$ cat src/rtl/hpsc_pkg.sv
// hub power and string configuration bank: shared constants and types
// assumes a byte-wide configuration port clocked by the hub core clock
package hpsc_pkg;

    // ****************************************
    // register map
    // ****************************************
    localparam logic [7:0] HPSC_OFS_BUS_MAX_POWER = 8'h0D;
    localparam logic [7:0] HPSC_OFS_CTRL_CUR_SELF = 8'h0E;
    localparam logic [7:0] HPSC_OFS_CTRL_CUR_BUS = 8'h0F;
    localparam logic [7:0] HPSC_OFS_POWER_GOOD = 8'h10;
    localparam logic [7:0] HPSC_OFS_LANG_UPPER = 8'h11;
    localparam logic [7:0] HPSC_OFS_LANG_LOWER = 8'h12;
    localparam logic [7:0] HPSC_OFS_MAKER_LEN = 8'h13;
    localparam logic [7:0] HPSC_OFS_PRODUCT_LEN = 8'h14;
    localparam logic [7:0] HPSC_OFS_SERIAL_LEN = 8'h15;
    localparam int HPSC_REG_COUNT = 9;

    // index of each register inside the bank
    localparam logic [3:0] HPSC_IDX_BUS_MAX_POWER = 4'h0;
    localparam logic [3:0] HPSC_IDX_CTRL_CUR_SELF = 4'h1;
    localparam logic [3:0] HPSC_IDX_CTRL_CUR_BUS = 4'h2;
    localparam logic [3:0] HPSC_IDX_POWER_GOOD = 4'h3;
    localparam logic [3:0] HPSC_IDX_LANG_UPPER = 4'h4;
    localparam logic [3:0] HPSC_IDX_LANG_LOWER = 4'h5;
    localparam logic [3:0] HPSC_IDX_MAKER_LEN = 4'h6;
    localparam logic [3:0] HPSC_IDX_PRODUCT_LEN = 4'h7;
    localparam logic [3:0] HPSC_IDX_SERIAL_LEN = 4'h8;

    // ****************************************
    // reset values and limits
    // ****************************************
    localparam logic [7:0] HPSC_RST_ZERO = 8'h00;
    localparam logic [7:0] HPSC_RST_CTRL_CURRENT = 8'h32;
    localparam logic [7:0] HPSC_CTRL_CURRENT_LIMIT = 8'h32;
    localparam logic [7:0] HPSC_UNMAPPED_READ = 8'h00;
    localparam logic [7:0] HPSC_TEXT_MAX_CHARS = 8'h1F;
    localparam logic [5:0] HPSC_TEXT_MAX_BYTES = 6'h3E;
    localparam int HPSC_TEXT_COUNT = 3;

    typedef logic [HPSC_REG_COUNT-1:0][7:0] hpsc_regs_t;

    function automatic logic hpsc_reg_hit(input logic [7:0] addr);
        return (addr >= HPSC_OFS_BUS_MAX_POWER) &&
               (addr <= HPSC_OFS_SERIAL_LEN);
    endfunction

    function automatic logic [3:0] hpsc_reg_index(input logic [7:0] addr);
        logic [7:0] diff;
        diff = addr - HPSC_OFS_BUS_MAX_POWER;
        return diff[3:0];
    endfunction

endpackage

$ cat src/rtl/hpsc_desc_if.sv
// carrier between the register bank and the descriptor field calculator
// assumes both ends sit in the hub core clock domain
`timescale 1ns/10ps
interface hpsc_desc_if;
    import hpsc_pkg::*;
    logic [7:0] ctrlCurSelf;
    logic [7:0] ctrlCurBus;
    logic [7:0] langUpper;
    logic [7:0] langLower;
    logic [HPSC_TEXT_COUNT-1:0][7:0] textLen;
    logic [8:0] selfMa;
    logic [8:0] busMa;
    logic [15:0] langId;
    logic [HPSC_TEXT_COUNT-1:0][5:0] textBytes;
    logic [HPSC_TEXT_COUNT-1:0] textTooLong;
    logic selfOverLimit;

    modport bank (
        output ctrlCurSelf, ctrlCurBus, langUpper, langLower, textLen,
        input selfMa, busMa, langId, textBytes, textTooLong, selfOverLimit
    );
    modport calc (
        input ctrlCurSelf, ctrlCurBus, langUpper, langLower, textLen,
        output selfMa, busMa, langId, textBytes, textTooLong, selfOverLimit
    );
endinterface

$ cat src/rtl/hpsc_desc_calc.sv
// descriptor field calculator: turns raw bytes into reported values
// assumes stable register values from the bank; purely combinational
`timescale 1ns/10ps
module hpsc_desc_calc
    import hpsc_pkg::*;
(
    // register values in, descriptor fields out
    hpsc_desc_if.calc desc
);

    // ****************************************
    // current in milliamps, two per step
    // ****************************************
    assign desc.selfMa = {desc.ctrlCurSelf, 1'b0};
    assign desc.busMa = {desc.ctrlCurBus, 1'b0};
    assign desc.selfOverLimit =
        desc.ctrlCurSelf > HPSC_CTRL_CURRENT_LIMIT;

    // upper byte on top
    assign desc.langId = {desc.langUpper, desc.langLower};

    // ****************************************
    // string byte counts, two bytes per character
    // ****************************************
    genvar i;
    generate
        for (i = 0; i < HPSC_TEXT_COUNT; i++)
        begin : g_text
            assign desc.textTooLong[i] =
                desc.textLen[i] > HPSC_TEXT_MAX_CHARS;
            assign desc.textBytes[i] = desc.textTooLong[i] ?
                HPSC_TEXT_MAX_BYTES : {desc.textLen[i][4:0], 1'b0};
        end
    endgenerate

endmodule // hpsc_desc_calc

$ cat src/rtl/hpsc_config_bank.sv
// hub power and string configuration bank, offsets 0x0D to 0x15
// assumes the configuration port is driven by logic on ref_clk
`timescale 1ns/10ps
module hpsc_config_bank
    import hpsc_pkg::*;
(
    // clock and reset
    input wire logic ref_clk,
    input wire logic rst_n,
    // configuration port
    input wire logic [7:0] cfgAddr,
    input wire logic cfgWrite,
    input wire logic [7:0] cfgWrData,
    input wire logic cfgRead,
    output logic [7:0] cfgRdData,
    output logic cfgRdValid,
    // raw fields reported in descriptors
    output logic [7:0] busMaxPower,
    output logic [7:0] portPowerGoodDelay,
    // derived descriptor fields
    output logic [8:0] selfCtrlCurrentMa,
    output logic [8:0] busCtrlCurrentMa,
    output logic [15:0] languageId,
    output logic [5:0] makerTextBytes,
    output logic [5:0] productTextBytes,
    output logic [5:0] serialTextBytes,
    // configuration checks
    output logic [2:0] textTooLong,
    output logic selfCurrentOverLimit
);
    import hpsc_pkg::*;

    typedef struct packed {
        hpsc_regs_t regs;
        logic [7:0] rdData;
        logic rdValid;
        logic [8:0] selfMa;
        logic [8:0] busMa;
        logic [15:0] langId;
        logic [HPSC_TEXT_COUNT-1:0][5:0] textBytes;
        logic [HPSC_TEXT_COUNT-1:0] textTooLong;
        logic selfOverLimit;
    } hpsc_bank_state_t;

    hpsc_bank_state_t state_q;
    hpsc_bank_state_t state_d;
    hpsc_desc_if desc ();

    // ****************************************
    // descriptor field calculator
    // ****************************************
    assign desc.ctrlCurSelf = state_q.regs[HPSC_IDX_CTRL_CUR_SELF];
    assign desc.ctrlCurBus = state_q.regs[HPSC_IDX_CTRL_CUR_BUS];
    assign desc.langUpper = state_q.regs[HPSC_IDX_LANG_UPPER];
    assign desc.langLower = state_q.regs[HPSC_IDX_LANG_LOWER];
    assign desc.textLen[0] = state_q.regs[HPSC_IDX_MAKER_LEN];
    assign desc.textLen[1] = state_q.regs[HPSC_IDX_PRODUCT_LEN];
    assign desc.textLen[2] = state_q.regs[HPSC_IDX_SERIAL_LEN];

    hpsc_desc_calc u_calc (
        .desc (desc.calc)
    );

    // ****************************************
    // next state
    // ****************************************
    always_comb
    begin
        state_d = state_q;
        // plain storage, a write changes only the addressed byte
        if (cfgWrite && hpsc_reg_hit(cfgAddr))
        begin
            state_d.regs[hpsc_reg_index(cfgAddr)] = cfgWrData;
        end
        state_d.rdValid = cfgRead;
        if (cfgRead)
        begin
            state_d.rdData = hpsc_reg_hit(cfgAddr) ?
                state_q.regs[hpsc_reg_index(cfgAddr)] :
                HPSC_UNMAPPED_READ;
        end
        state_d.selfMa = desc.selfMa;
        state_d.busMa = desc.busMa;
        state_d.selfOverLimit = desc.selfOverLimit;
        state_d.langId = desc.langId;
        state_d.textBytes = desc.textBytes;
        state_d.textTooLong = desc.textTooLong;
    end

    // ****************************************
    // state register
    // ****************************************
    always_ff @(posedge ref_clk or negedge rst_n)
    begin
        if (!rst_n)
        begin
            state_q <= '0;
            state_q.regs[HPSC_IDX_CTRL_CUR_SELF] <=
                HPSC_RST_CTRL_CURRENT;
            state_q.regs[HPSC_IDX_CTRL_CUR_BUS] <=
                HPSC_RST_CTRL_CURRENT;
            state_q.selfMa <= {HPSC_RST_CTRL_CURRENT, 1'b0};
            state_q.busMa <= {HPSC_RST_CTRL_CURRENT, 1'b0};
        end
        else
        begin
            state_q <= state_d;
        end
    end

    // ****************************************
    // outputs
    // ****************************************
    assign cfgRdData = state_q.rdData;
    assign cfgRdValid = state_q.rdValid;
    assign busMaxPower = state_q.regs[HPSC_IDX_BUS_MAX_POWER];
    assign portPowerGoodDelay = state_q.regs[HPSC_IDX_POWER_GOOD];
    assign selfCtrlCurrentMa = state_q.selfMa;
    assign busCtrlCurrentMa = state_q.busMa;
    assign languageId = state_q.langId;
    assign makerTextBytes = state_q.textBytes[0];
    assign productTextBytes = state_q.textBytes[1];
    assign serialTextBytes = state_q.textBytes[2];
    assign textTooLong = state_q.textTooLong;
    assign selfCurrentOverLimit = state_q.selfOverLimit;
endmodule // hpsc_config_bank

$ cat config.mk
export PLATFORM = sky130hd
export DESIGN_NAME = hpsc_config_bank
export DESIGN_NICKNAME = d
export VERILOG_FILES = /design/src/rtl/hpsc_pkg.sv /design/src/rtl/hpsc_desc_if.sv /design/src/rtl/hpsc_desc_calc.sv /design/src/rtl/hpsc_config_bank.sv
export SDC_FILE = /design/constraint.sdc
export NUM_CORES = 1
export LEC_CHECK = 0
export ABC_CLOCK_PERIOD_IN_PS = 1670
export BUFFER_PORTS_ARGS = -buffer_cell sky130_fd_sc_hd__clkbuf_2
export CAP_MARGIN = 20
export CORE_MARGIN = 5
export CORE_UTILIZATION = 25
export CTS_BUF_LIST = sky130_fd_sc_hd__clkbuf_8
export DETAILED_ROUTE_END_ITERATION = 8
export PLACE_DENSITY = 0.44
export SETUP_SLACK_MARGIN = 0.05
export SLEW_MARGIN = 20
export SYNTH_ARGS = -nofsm -noshare
export SYNTH_HDL_FRONTEND = slang
export SYNTH_SLANG_ARGS = --single-unit
$ cat constraint.sdc
create_clock -name ref_clk -period 1.67 [get_ports ref_clk]
set_input_delay 0.334 -clock ref_clk [delete_from_list [all_inputs] [get_ports ref_clk]]
set_output_delay 0.334 -clock ref_clk [all_outputs]
set_load 0.02 [all_outputs]
Word-level counts from Yosys, hierarchy flattened. Cells that the tools add are included. Widths: inputs -> output; s select.

Add/subtract/negate cells: 1. Multiply operators: 0. Div/mod/pow operators: 0. Order comparisons: 8. Equality and inequality tests: 0. Shifts and indexed selects: 0. Multiplexer cells: 9. Bitwise gates (word level): 0. Reduce and logical (&&, ||, !) cells: 3.

Operators by type and width (count): $bwmux 72 (1); $bmux 8 s4 (1); $demux 8 s4 (1); $gt 8x5->1 const B (3); $mux 8 (3); $mux 6 (3); $ge 8x4->1 const B (1); $gt 8x6->1 const B (1); $le 8x5->1 const B (1); $lt 4x5->1 const B (1); $ge 4x1->1 const B (1); $sub 4x4->4 const B (1); $logic_and 1x1->1 (3).

Bits in registers: 135. Bits in latches: 0. Bits in writable memories: 0. Bits in read-only memories: 0. Memories kept: 0.

Longest topological paths before layout. Gate-level depths: netlist of run 1.

Depth after elaboration: 6. Gate-level depth with buffers: 10. Mapped depth without buffers: 7.

Modules after synthesis. Synthesis of run 1 repeated with hierarchy kept, for this count alone.

Cells, all modules: 388. Area total of the unflattened synthesis: 5800.6 µm².

By module, submodules not included: hpsc_config_bank (times used 1, cells each 327, area an instance 5365.1 µm²); hpsc_desc_calc (times used 1, cells each 61, area an instance 435.4 µm²).

Worst setup path after synthesis of run 1. OpenSTA, ideal clock, no wires.

Path type: input to register. From: in cfgAddr[0]. To: reg state_q (netlist bit cfgRdData[5]). Data arrival time: 2217 ps. Required time: 1525 ps. Setup slack: -692 ps. Cell stages on the path: 9. Path buffers: 4. Cell sequence: buf_6 -> buf_2 -> inv_1 -> ha_1 -> buf_2 -> buf_2 -> mux4_2 -> o22ai_1 -> o32ai_1.

Longest elaborated chain between the ends: 4. Elaborated cells between the ends (all ways): 7. Those cells by class: add/sub (1); order compare (2); mux (3); reduce/logical (1).

Ends and longest elaborated chain: from (decl) (RTL line hpsc_config_bank.sv:11) `input wire logic [7:0] cfgAddr,`; $sub 4x4->4 (RTL line hpsc_pkg.sv:50) `diff = addr - HPSC_OFS_BUS_MAX_POWER;`; $bmux 8 s4 (RTL line hpsc_config_bank.sv:79) `state_q.regs[hpsc_reg_index(cfgAddr)] :`; $mux 8 (implied by the code) (RTL line hpsc_config_bank.sv:79); $mux 8 * (RTL line hpsc_config_bank.sv:78) `state_d.rdData = hpsc_reg_hit(cfgAddr) ?`; to (signal assigned) (RTL line hpsc_config_bank.sv:107) `state_q <= state_d;`; to (decl) (RTL line hpsc_config_bank.sv:45) `hpsc_bank_state_t state_q;`.

Mark *: on every way between the ends. The rest lies on a longest branch, timed or not. The select of a mux whose other input is x is not followed. A chain may end at the register's enable or synchronous reset.

Final worst setup path of run 1.
From: in cfgAddr[0]. To: reg state_q (netlist bit desc.langUpper[0]).

Longest elaborated chain between the ends: 6. Elaborated cells between the ends (all ways): 11. Those cells by class: add/sub (1); order compare (4); mux (3); reduce/logical (3).

Ends and longest elaborated chain: $sub 4x4->4 (RTL line hpsc_pkg.sv:50); $lt 4x5->1 (implied by the code) / $ge 4x1->1 (equally long branches) (RTL line hpsc_config_bank.sv:73) `state_d.regs[hpsc_reg_index(cfgAddr)] = cfgWrData;`; $logic_and 1x1->1 (implied by the code) (RTL line hpsc_config_bank.sv:73); $mux 8 (implied by the code) (RTL line hpsc_config_bank.sv:73); $demux 8 s4 (RTL line hpsc_config_bank.sv:73); $bwmux 72 (RTL line hpsc_config_bank.sv:73).

Several ways; a longest one is shown, not always the timed one.

==> flow_summary_export.csv, run 1 <==
group,metric,value,unit
status,outcome,"finished, final reports clean",
critical_path,cp.required,1.99,ns
cts,clockBufferDepth,2,
die,die_area,24770,um^2
global_routing,grt_first_pass_wirelength,21.85,mm
die,die_x,157.4,um
hold_path,hold_path_class,"input pin to flop",
logic_synthesis,synth_edf_count,0,
die,fp.dieH,157.4,um
place,gp_congestion,0.7895,
global_routing,antenna_found_initial,0,
layout,final_common_cell,"dfrtp_1",
pwr,p_leak,3.546,nW
layout,layout-drive-gt1-share,56.25,%
layout,fillers,2175,
global_routing,track_usage,12.00,%
timing,finalSetupViolations,0,
cts,cts_buffers,17,
logic_synthesis,avgSynthCellArea,16.41,um^2
layout,layoutNonFillerInstCount,760,
layout,multi_input_area,1952,um^2
place,dp_cells,728,
detailed_routing,drc,0,
logic_synthesis,synth_warnings,0,
die,start_util,25.12,%
critical_path,path_class,"input pin to flop",
cts,cts_tree,"yes",
logic_synthesis,synth_area_leaders,"dfrtp_1, mux2_4, mux2_2",
layout,regArea,3318,um^2
logic_synthesis,yosysTopAreaCellShare,55.30,%
global_routing,use_met1,16.39,%
layout,nNetsFinal,495,
pwr,power.density,983.5,nW/um^2
logic_synthesis,synth-seq-area-share,61.11,%
critical_path,cp_num_buf_inv,4,
critical_path,end_kind,"flop",
timing,period_share,94.27,%
pwr,irDropWorstVdd,451.6,uV
timing,rsz0062_at_grt,"yes",
critical_path,critical_path.slowest_cell,"mux2_2",
detailed_routing,wl_per_cell,18.73,um
place,pre_cts_slack,-0.4307,ns
place,hpwl,10.45,mm
global_routing,top_usage_layer,"met2",
global_routing,grtUsageMet2,19.17,%
timing,fin_skew,0.01394,ns
logic_synthesis,syn_inst,331,
timing,max_freq,0.6352,GHz
layout,n_antenna_cell,0,
global_routing,overflow,0,
detailed_routing,drt_wl_total,14.23,mm
detailed_routing,drtIter0Drc,129,
die,coreArea,21620,um^2
timing,maxSlewViolCount,0,
timing,setup_ws,0.09572,ns
place,port_buffers,95,
logic_synthesis,async_flop_share,100.0,%
layout,area_growth,28.57,%
die,io_pins,101,
critical_path,critical_path.most_common_cell,"buf_4",
critical_path,start_kind,"input pin",
logic_synthesis,ys_types,39,
timing,finalHoldViolCount,0,
detailed_routing,vias,3239,
global_routing,grt_pass1_vias,3553,
cts,htreeDepth,4,
critical_path,path_cells,"clkbuf_2 > inv_6 > ha_4 > buf_4 > a31oi_1 > buf_4 > or2_1 > mux2_2",
detailed_routing,via_per_inst,4.262,
layout,final_cell_mix,"dfrtp_1, clkbuf_2, mux2_2",
cts,ctsRootBufferMaster,"clkbuf_8",
critical_path,cp_top_family,"buffers and inverters",
cts,clk_pin_slew,0.08,ns
global_routing,grt_max_degree,55,
die,rows,54,
critical_path,crit_fanout,8,
logic_synthesis,ys_ff_latch,132,
logic_synthesis,yosys.area.top_type,"dfrtp_1",
timing,period_needed,1.574,ns
timing,fin_tns_setup,0,ns
critical_path,critical_path_arrival,1.89,ns
detailed_routing,final_antenna_net_count,0,
cts,clk_latency,0.44,ns
logic_synthesis,synth_area,5430,um^2
detailed_routing,dr.pass1.iters,4,
global_routing,use_met3,3.024,%
cts,cts_num_sinks,132,
job,maxCapViolCount,0,
logic_synthesis,synth_ff_type,"dfrtp_1",
critical_path,cp_slowest_stage_delay,0.39,ns
-- stage by stage --
stage                     hold slack (ns)  area (um^2)  utilization [%]  power, W
after global routing               0.1897         6982            32.29  0.007181
after global placement             0.2459         6584            30.45  0.004377
after floorplan                   0.03841         5520                -  0.003963
after detailed placement           0.2528         6584            30.45  0.004383
final                              0.2027         6982            32.29  0.006866
after CTS                          0.1750         6970            32.24  0.006989
-- worst register-to-register path: cells and delay by family, from the launching register on --
| family | cells | cell delay (ns) |
|---|---|---|
| muxes | 1 | 0.57 |
| AOI/OAI and AO/OA | 2 | 0.36 |
| DFF | 1 | 0.41 |
-- power by group --
group,internal (W),switching (W)
clock network,0.00130,0.00126
registers,0.00336,0.0000886
logic,0.000353,0.000503
total,0.00502,0.00185
-- logic make-up (layout without fill, tap and decap cells) --
logic type                 count (synthesis)  in the layout  synth area share (%)
muxes                                     90             90                 24.65
other                                      1              5               0.06906
xor gates and xnor gates                   3              3                0.6223
and+or+nand+nor                           37             37                 4.447
DFF                                      132            132                 61.11
AOI/OAI and AO/OA                         31             31                 4.125
adders and majority gates                  5              5                 1.152
buffers and inverters                     32            177                 3.825
-- flip-flops by register name, indices dropped and copies added, names as in the netlist --
| signal | flops |
|---|---|
| desc.langUpper | 8 |
| desc.langLower | 8 |
| serialTextBytes | 5 |
| cfgRdData | 8 |
| desc.ctrlCurBus | 8 |
| makerTextBytes | 5 |
| desc.ctrlCurSelf | 8 |
| busMaxPower | 8 |
| productTextBytes | 5 |
| selfCtrlCurrentMa | 8 |
| selfCurrentOverLimit | 1 |
| busCtrlCurrentMa | 8 |
| desc.textLen | 24 |
| languageId | 16 |
| portPowerGoodDelay | 8 |
| textTooLong | 3 |
| cfgRdValid | 1 |
-- synth_stat cells, types with 2 or more instances --
library cell and count:
buf_2 4, buf_4 6, mux2_4 32, o22ai_1 8
o32ai_1 8, nand2_1 2, nor3_1 5, mux4_1 4
nand3b_2 2, nand2b_1 15, dfrtp_1 120, dfstp_2 12
or2_1 2, nor2_1 3, inv_1 13, a21oi_1 8
ha_1 5, mux4_2 12, and3b_1 4, mux2_2 40
buf_6 8
-- layer usage --
metal | share of wire (%) | up-vias | wire (um)
met1 | 44 | 1674 | 6284
met4 | 1.2 | 0 | 166
met3 | 6.2 | 12 | 881
met5 | 0 | - | 0
li1 | - | 1469 | -
met2 | 48 | 84 | 6899
-- timing repair --
item                                   CTS  global route
setup endpoints to repair                1            43
endpoints found under the hold margin   27             0
gates resized for setup                  0             2
hold buffers                             1             0
pin swaps                                0             1
buffers inserted                         1             1
-- worst paths after layout --
kind / cells past startpoint / start / slack, ns / endpoint
setup reg to reg: 3 / desc.ctrlCurSelf[7] / 0.23 / cfgRdData[7]
setup / recovery: 8 / cfgAddr[0] / 0.1 / desc.langUpper[0]
hold reg to reg: 0 / desc.ctrlCurBus[4] / 0.37 / busCtrlCurrentMa[5]
hold / removal: 2 / cfgRead / 0.20 / cfgRdValid
min in group asynchronous: 2 / rst_n / 0.34 / languageId[1]
max in group asynchronous: 3 / rst_n / 0.68 / busCtrlCurrentMa[5]
-- cell type report --
class                   instances  share of cell area (%)
flip-flops and latches        132                   47.53
clock buffers                  17                   3.351
repair buffers                135                   13.44
clock inverters                12                   1.935
well taps                     280                   5.018
inverters                      13                  0.7706
multi-input cells             171                   27.96
Power figures use the tool's default switching activity.
==> inputs of run 2 (changes only) <==
CORE_UTILIZATION = 30   (was 25)
PLACE_DENSITY = 0.5   (was 0.44)
==> flow_summary_export.csv, run 2 (synthesis gave the netlist of run 1 again) <==
group,metric,value,unit
place,port_buffers,95,
global_routing,antenna_found_initial,0,
timing,finalSetupViolations,0,
timing,rsz0062_at_grt,"no",
timing,period_needed,1.538,ns
hold_path,holdPathEnd,"cfgRdValid",
die,rows,49,
pwr,irDropWorstVdd,699.0,uV
job,maxCapViolCount,0,
global_routing,overflow,0,
detailed_routing,drt_wl_total,13.81,mm
die,start_util,30.33,%
layout,final_cell_mix,"dfrtp_1, clkbuf_2, mux2_2",
detailed_routing,drtIter0Drc,164,
detailed_routing,via_per_inst,4.581,
cts,cts_buffers,17,
critical_path,r2r-start,"desc.ctrlCurSelf[7]",
detailed_routing,drt-met1-wl,6.362,mm
detailed_routing,final_antenna_net_count,0,
critical_path,rr_endpoint,"cfgRdData[7]",
detailed_routing,top_layer,"met4",
place,dp_cells,671,
cts,ctsRootBufferMaster,"clkbuf_8",
layout,final_common_cell,"dfrtp_1",
critical_path,start_kind,"input pin",
layout,n_antenna_cell,0,
pwr,p_leak,3.561,nW
hold_path,min_from,"cfgRead",
detailed_routing,met3_length,724,um
detailed_routing,dr.pass1.iters,5,
critical_path,rrSetupSlack,0.28,ns
die,die_area,20890,um^2
cts,clk_latency,0.44,ns
die,die_x,144.5,um
timing,finalHoldViolCount,0,
cts,htreeDepth,4,
detailed_routing,vias,3225,
layout,nNetsFinal,488,
die,fp.dieH,144.5,um
detailed_routing,dr_wl_met2,6.535,mm
timing,max_freq,0.6500,GHz
global_routing,grt_first_pass_wirelength,21.81,mm
hold_path,min_path_cells,2,
critical_path,critical_path_arrival,1.86,ns
detailed_routing,drc,0,
global_routing,track_usage,14.04,%
place,gp_congestion,0.7916,
timing,period_share,92.12,%
pwr,power.density,1060,nW/um^2
layout,largest_register_ffs,24,
critical_path,cp.required,2.00,ns
timing,fin_skew,0.01010,ns
die,coreArea,17900,um^2
cts,clk_pin_slew,0.08,ns
place,hpwl,9.738,mm
cts,cts_tree,"yes",
timing,maxSlewViolCount,0,
cts,cts_num_sinks,132,
critical_path,path_class,"input pin to flop",
critical_path,crit_fanout,8,
layout,area_growth,27.67,%
timing,setup_ws,0.1315,ns
status,outcome,"finished, final reports clean",
global_routing,grt_pass1_vias,3546,
layout,layout-drive-gt1-share,56.21,%
critical_path,reg2reg_depth,3,
layout,layoutNonFillerInstCount,704,
die,io_pins,101,
cts,clockBufferDepth,2,
hold_path,hold_path_class,"input pin to flop",
place,pre_cts_slack,-0.4286,ns
pwr,finalPower,0.007347,W
detailed_routing,wl_per_cell,19.62,um
critical_path,end_kind,"flop",
global_routing,grt_max_degree,71,
==> run 2: cell count changes in the layout (fill, tap and decap cells not counted), moves of 2 or more <==
| cell | before | now |
|---|---|---|
| buf_4 | 26 | 22 |
| bufinv_16 | 2 | 5 |
| clkinvlp_4 | 4 | 1 |
| buf_6 | 2 | 0 |
| clkinv_2 | 2 | 4 |
| clkinv_4 | 3 | 1 |
==> run 2: layer usage <==
| metal | GRT usage, % | vias up |
|---|---|---|
| met2 | 22.04 | 97 |
| met4 | 4.271 | 0 |
| met3 | 3.935 | 15 |
| met1 | 19.03 | 1668 |
| met5 | 0 | - |
| li1 | - | 1445 |
==> run 2: worst max path at each step <==
stage / end / start
2_1_floorplan: desc.textLen[0] / cfgAddr[0]
4_1_cts: desc.textLen[5] / cfgAddr[1]
6_report: desc.textLen[3] / cfgAddr[1]
3_5_place_dp: desc.textLen[1] / cfgAddr[1]
3_3_place_gp: desc.textLen[6] / cfgAddr[1]
5_1_grt: desc.textLen[7] / cfgAddr[1]
==> run 2: stage by stage <==
step	area (um^2)	util (%)	hold slack [ns]	TNS [ns]
final	6933	38.73	0.2064	0
after floorplan	5520	-	0.03841	-19.51
after global routing	6933	38.73	0.1877	0
after detailed placement	6459	36.08	0.1766	-29.42
after CTS	6920	38.66	0.1800	0
after global placement	6459	36.08	0.1743	-27.38
==> run 2: worst max-delay path, cell delays in order <==
cell	delay, ns
clkbuf_2	0.10
inv_2	0.10
ha_4	0.16
nor2b_2	0.05
mux2i_1	0.21
o211a_4	0.22
and3b_1	0.22
buf_12	0.16
mux2_4	0.30
==> run 2: cell type report <==
| type | instances | area [um^2] |
|---|---|---|
| multi-input cells | 171 | 1957 |
| fillers | 1718 | 10970 |
| repair buffers | 128 | 865.8 |
| flip-flops and latches | 132 | 3318 |
| clock inverters | 13 | 203.9 |
| well taps | 229 | 286.5 |
| clock buffers | 18 | 247.7 |
| inverters | 13 | 53.80 |
==> run 2: power by group <==
part	internal, W	switching [W]
sequential	0.00336	0.0000917
clock	0.00181	0.00126
combinational	0.000337	0.000492
==> run 2: repair_timing <==
| action | CTS | global route |
|---|---|---|
| setup buffers | 0 | 1 |
| hold buffers | 1 | 0 |
| gates resized for setup | 0 | 3 |
| endpoints found under the setup margin | 0 | 51 |
| endpoints found under the hold margin | 57 | 0 |
==> inputs of run 3 (changes only) <==
HOLD_SLACK_MARGIN = 0.03   (was default)
SYNTH_HIERARCHICAL = 1   (was default)
==> flow_summary_export.csv, run 3 <==
group,metric,value,unit
status,outcome,"finished, final reports clean",
cts,clk_latency,0.44,ns
timing,maxSlewViolCount,0,
cts,cts_buffers,17,
timing,fin_skew,0.009038,ns
timing,finalSetupViolations,0,
timing,worst_pin_slew,0.4968,ns
layout,area_growth,26.92,%
pwr,finalPower,0.007201,W
timing,period_share,97.73,%
critical_path,r2r-start,"desc.textLen[15]",
logic_synthesis,synth.top_cells.by_count,"dfrtp_1, mux2_2, buf_4",
global_routing,grt_max_degree,47,
cts,cts_tree,"yes",
critical_path,end_kind,"flop",
layout,fillers,1879,
global_routing,grt_first_pass_wirelength,23.10,mm
critical_path,start_kind,"input pin",
global_routing,track_usage,13.77,%
detailed_routing,via_per_inst,4.573,
layout,final_cell_mix,"dfrtp_1, clkbuf_2, mux2_2",
detailed_routing,wl_per_cell,19.09,um
detailed_routing,drtIter0Drc,150,
critical_path,cp.required,1.99,ns
logic_synthesis,ys_ff_latch,137,
die,rows,50,
critical_path,startpoint,"cfgAddr[1]",
logic_synthesis,synth_area_leaders,"dfrtp_1, mux2_2, mux4_2",
place,dp_cells,735,
logic_synthesis,synth-seq-area-share,59.36,%
die,die_x,149.1,um
pwr,p_leak,3.651,nW
global_routing,grt_pass1_vias,3957,
cts,clockBufferDepth,2,
die,io_pins,101,
die,start_util,30.70,%
place,hpwl,10.46,mm
detailed_routing,dr.pass1.iters,4,
die,coreArea,18890,um^2
critical_path,crit_fanout,8,
die,die_area,22220,um^2
detailed_routing,vias,3535,
critical_path,reg2reg_depth,3,
critical_path,critical_path_arrival,1.95,ns
pwr,p_seq_share,49.8,%
logic_synthesis,synth_ff_type,"dfrtp_1",
layout,largest_register_ffs,24,
logic_synthesis,async_flop_share,100.0,%
critical_path,rr_endpoint,"cfgRdData[7]",
place,port_buffers,100,
hold_path,hold_path_class,"input pin to flop",
logic_synthesis,synth_warnings,6,
critical_path,worstSetupEndpoint,"portPowerGoodDelay[5]",
detailed_routing,drc,0,
cts,ctsRootBufferMaster,"clkbuf_8",
layout,layout-drive-gt1-share,56.92,%
die,fp.dieH,149.1,um
timing,period_needed,1.632,ns
detailed_routing,final_antenna_net_count,0,
logic_synthesis,yosysTopAreaCellShare,53.93,%
pwr,irDropWorstVdd,467.9,uV
timing,max_slew_margin,66.70,%
timing,max_freq,0.6127,GHz
logic_synthesis,syn_inst,388,
global_routing,overflow,0,
detailed_routing,drt_wl_total,14.76,mm
job,maxCapViolCount,0,
pwr,swShare,25.77,%
cts,htreeDepth,4,
global_routing,antenna_found_initial,0,
layout,layoutNonFillerInstCount,773,
critical_path,path_class,"input pin to flop",
logic_synthesis,ys_types,40,
layout,n_antenna_cell,0,
pwr,p_sw,0.001855,W
cts,clk_pin_slew,0.07,ns
logic_synthesis,synth_area,5801,um^2
layout,final_common_cell,"dfrtp_1",
timing,finalHoldViolCount,0,
pwr,power.density,978.1,nW/um^2
pwr,p_clk_share,37.7,%
pwr,combinationalPowerShare,12.5,%
logic_synthesis,yosys.area.top_type,"dfrtp_1",
cts,cts_num_sinks,137,
logic_synthesis,avgSynthCellArea,14.95,um^2
place,gp_congestion,0.8148,
logic_synthesis,synth_most_common_cell,"dfrtp_1",
pwr,intPower,0.005345,W
timing,rsz0062_at_grt,"yes",
logic_synthesis,synth_edf_count,0,
layout,nNetsFinal,525,
critical_path,rrSetupSlack,0.38,ns
## run 3: cell families (layout without fill, tap and decap cells)
group | after synthesis | in the layout | synth area share (%)
flip-flops | 137 | 137 | 59.36
multiplexers | 88 | 88 | 20.19
buffers and inverters | 63 | 184 | 6.730
AO/OA/AOI/OAI | 48 | 48 | 6.364
AND/OR/NAND/NOR | 43 | 43 | 5.759
adder cells (fa/ha/maj) | 5 | 5 | 1.079
XOR/XNOR | 3 | 3 | 0.4531
other | 1 | 5 | 0.06465
## run 3: area by class of cell
type                    count  area (um^2)  share of cell area, %
clock inverters            10        101.3                  1.377
multi-input cells         192         2193                  29.79
clock buffers              22        302.8                  4.113
well taps                 260        325.3                  4.419
repair buffers            138        933.4                  12.68
inverters                  14        62.56                 0.8498
flip-flops and latches    137         3443                  46.77
## run 3: timing repair
item / in CTS / in global routing
buffers inserted: 2 / 4
endpoints found under the setup margin: 65 / 55
endpoints found under the hold margin: 25 / 0
hold buffers: 1 / 0
resized for setup: 12 / 13
pin swaps: 3 / 4
cloned: 0 / 0
## run 3: routing by layer
| layer | vias to the layer above | GRT usage, % | wire length [um] |
|---|---|---|---|
| met5 | - | 0 | 0 |
| met4 | 0 | 4.119 | 221 |
| met3 | 14 | 4.193 | 710 |
| met2 | 74 | 22.09 | 7194 |
| met1 | 1869 | 18.03 | 6632 |
| li1 | 1578 | - | - |
## run 3: how the worst min path moves through the flow
stage | cells past startpoint | start | slack, ns | end
global route | 2 | cfgRead | 0.18 | cfgRdValid
CTS | 2 | cfgRead | 0.18 | cfgRdValid
finish | 2 | cfgRead | 0.21 | cfgRdValid
detailed placement | 1 | rst_n | 0.26 | busCtrlCurrentMa[3]
floorplan | 0 | rst_n | 0.04 | busCtrlCurrentMa[0]
global placement | 1 | rst_n | 0.25 | busCtrlCurrentMa[3]
## run 3: worst max-delay path: stages
cell,delay (ns)
buf_2,0.13
inv_4,0.08
ha_4,0.18
and2b_1,0.20
a21boi_4,0.15
buf_4,0.16
o2111ai_4,0.21
buf_12,0.17
mux2_2,0.33
## run 3: metrics by stage
stage | utilization [%] | cell area (um^2) | setup slack (ns) | TNS (ns) | hold slack, ns
after floorplan | - | 5968 | -0.5652 | -37.29 | 0.03841
after global placement | 35.80 | 6764 | -0.7130 | -37.95 | 0.2465
after detailed placement | 35.80 | 6764 | -0.7783 | -43.02 | 0.2559
after CTS | 38.64 | 7300 | 0.05267 | 0 | 0.1829
after global routing | 38.97 | 7362 | 0.03197 | 0 | 0.1835
final | 38.97 | 7362 | 0.03797 | 0 | 0.2121
## run 3: power groups by stage
stage	Clock, W	Sequential [W]	Combinational, W
after CTS	0.00281	0.00359	0.000902
after global routing	0.00295	0.00360	0.000976
after global placement	0	0.00365	0.000865
after detailed placement	0	0.00365	0.000877
after floorplan	0	0.00377	0.000376
final	0.00271	0.00358	0.000903
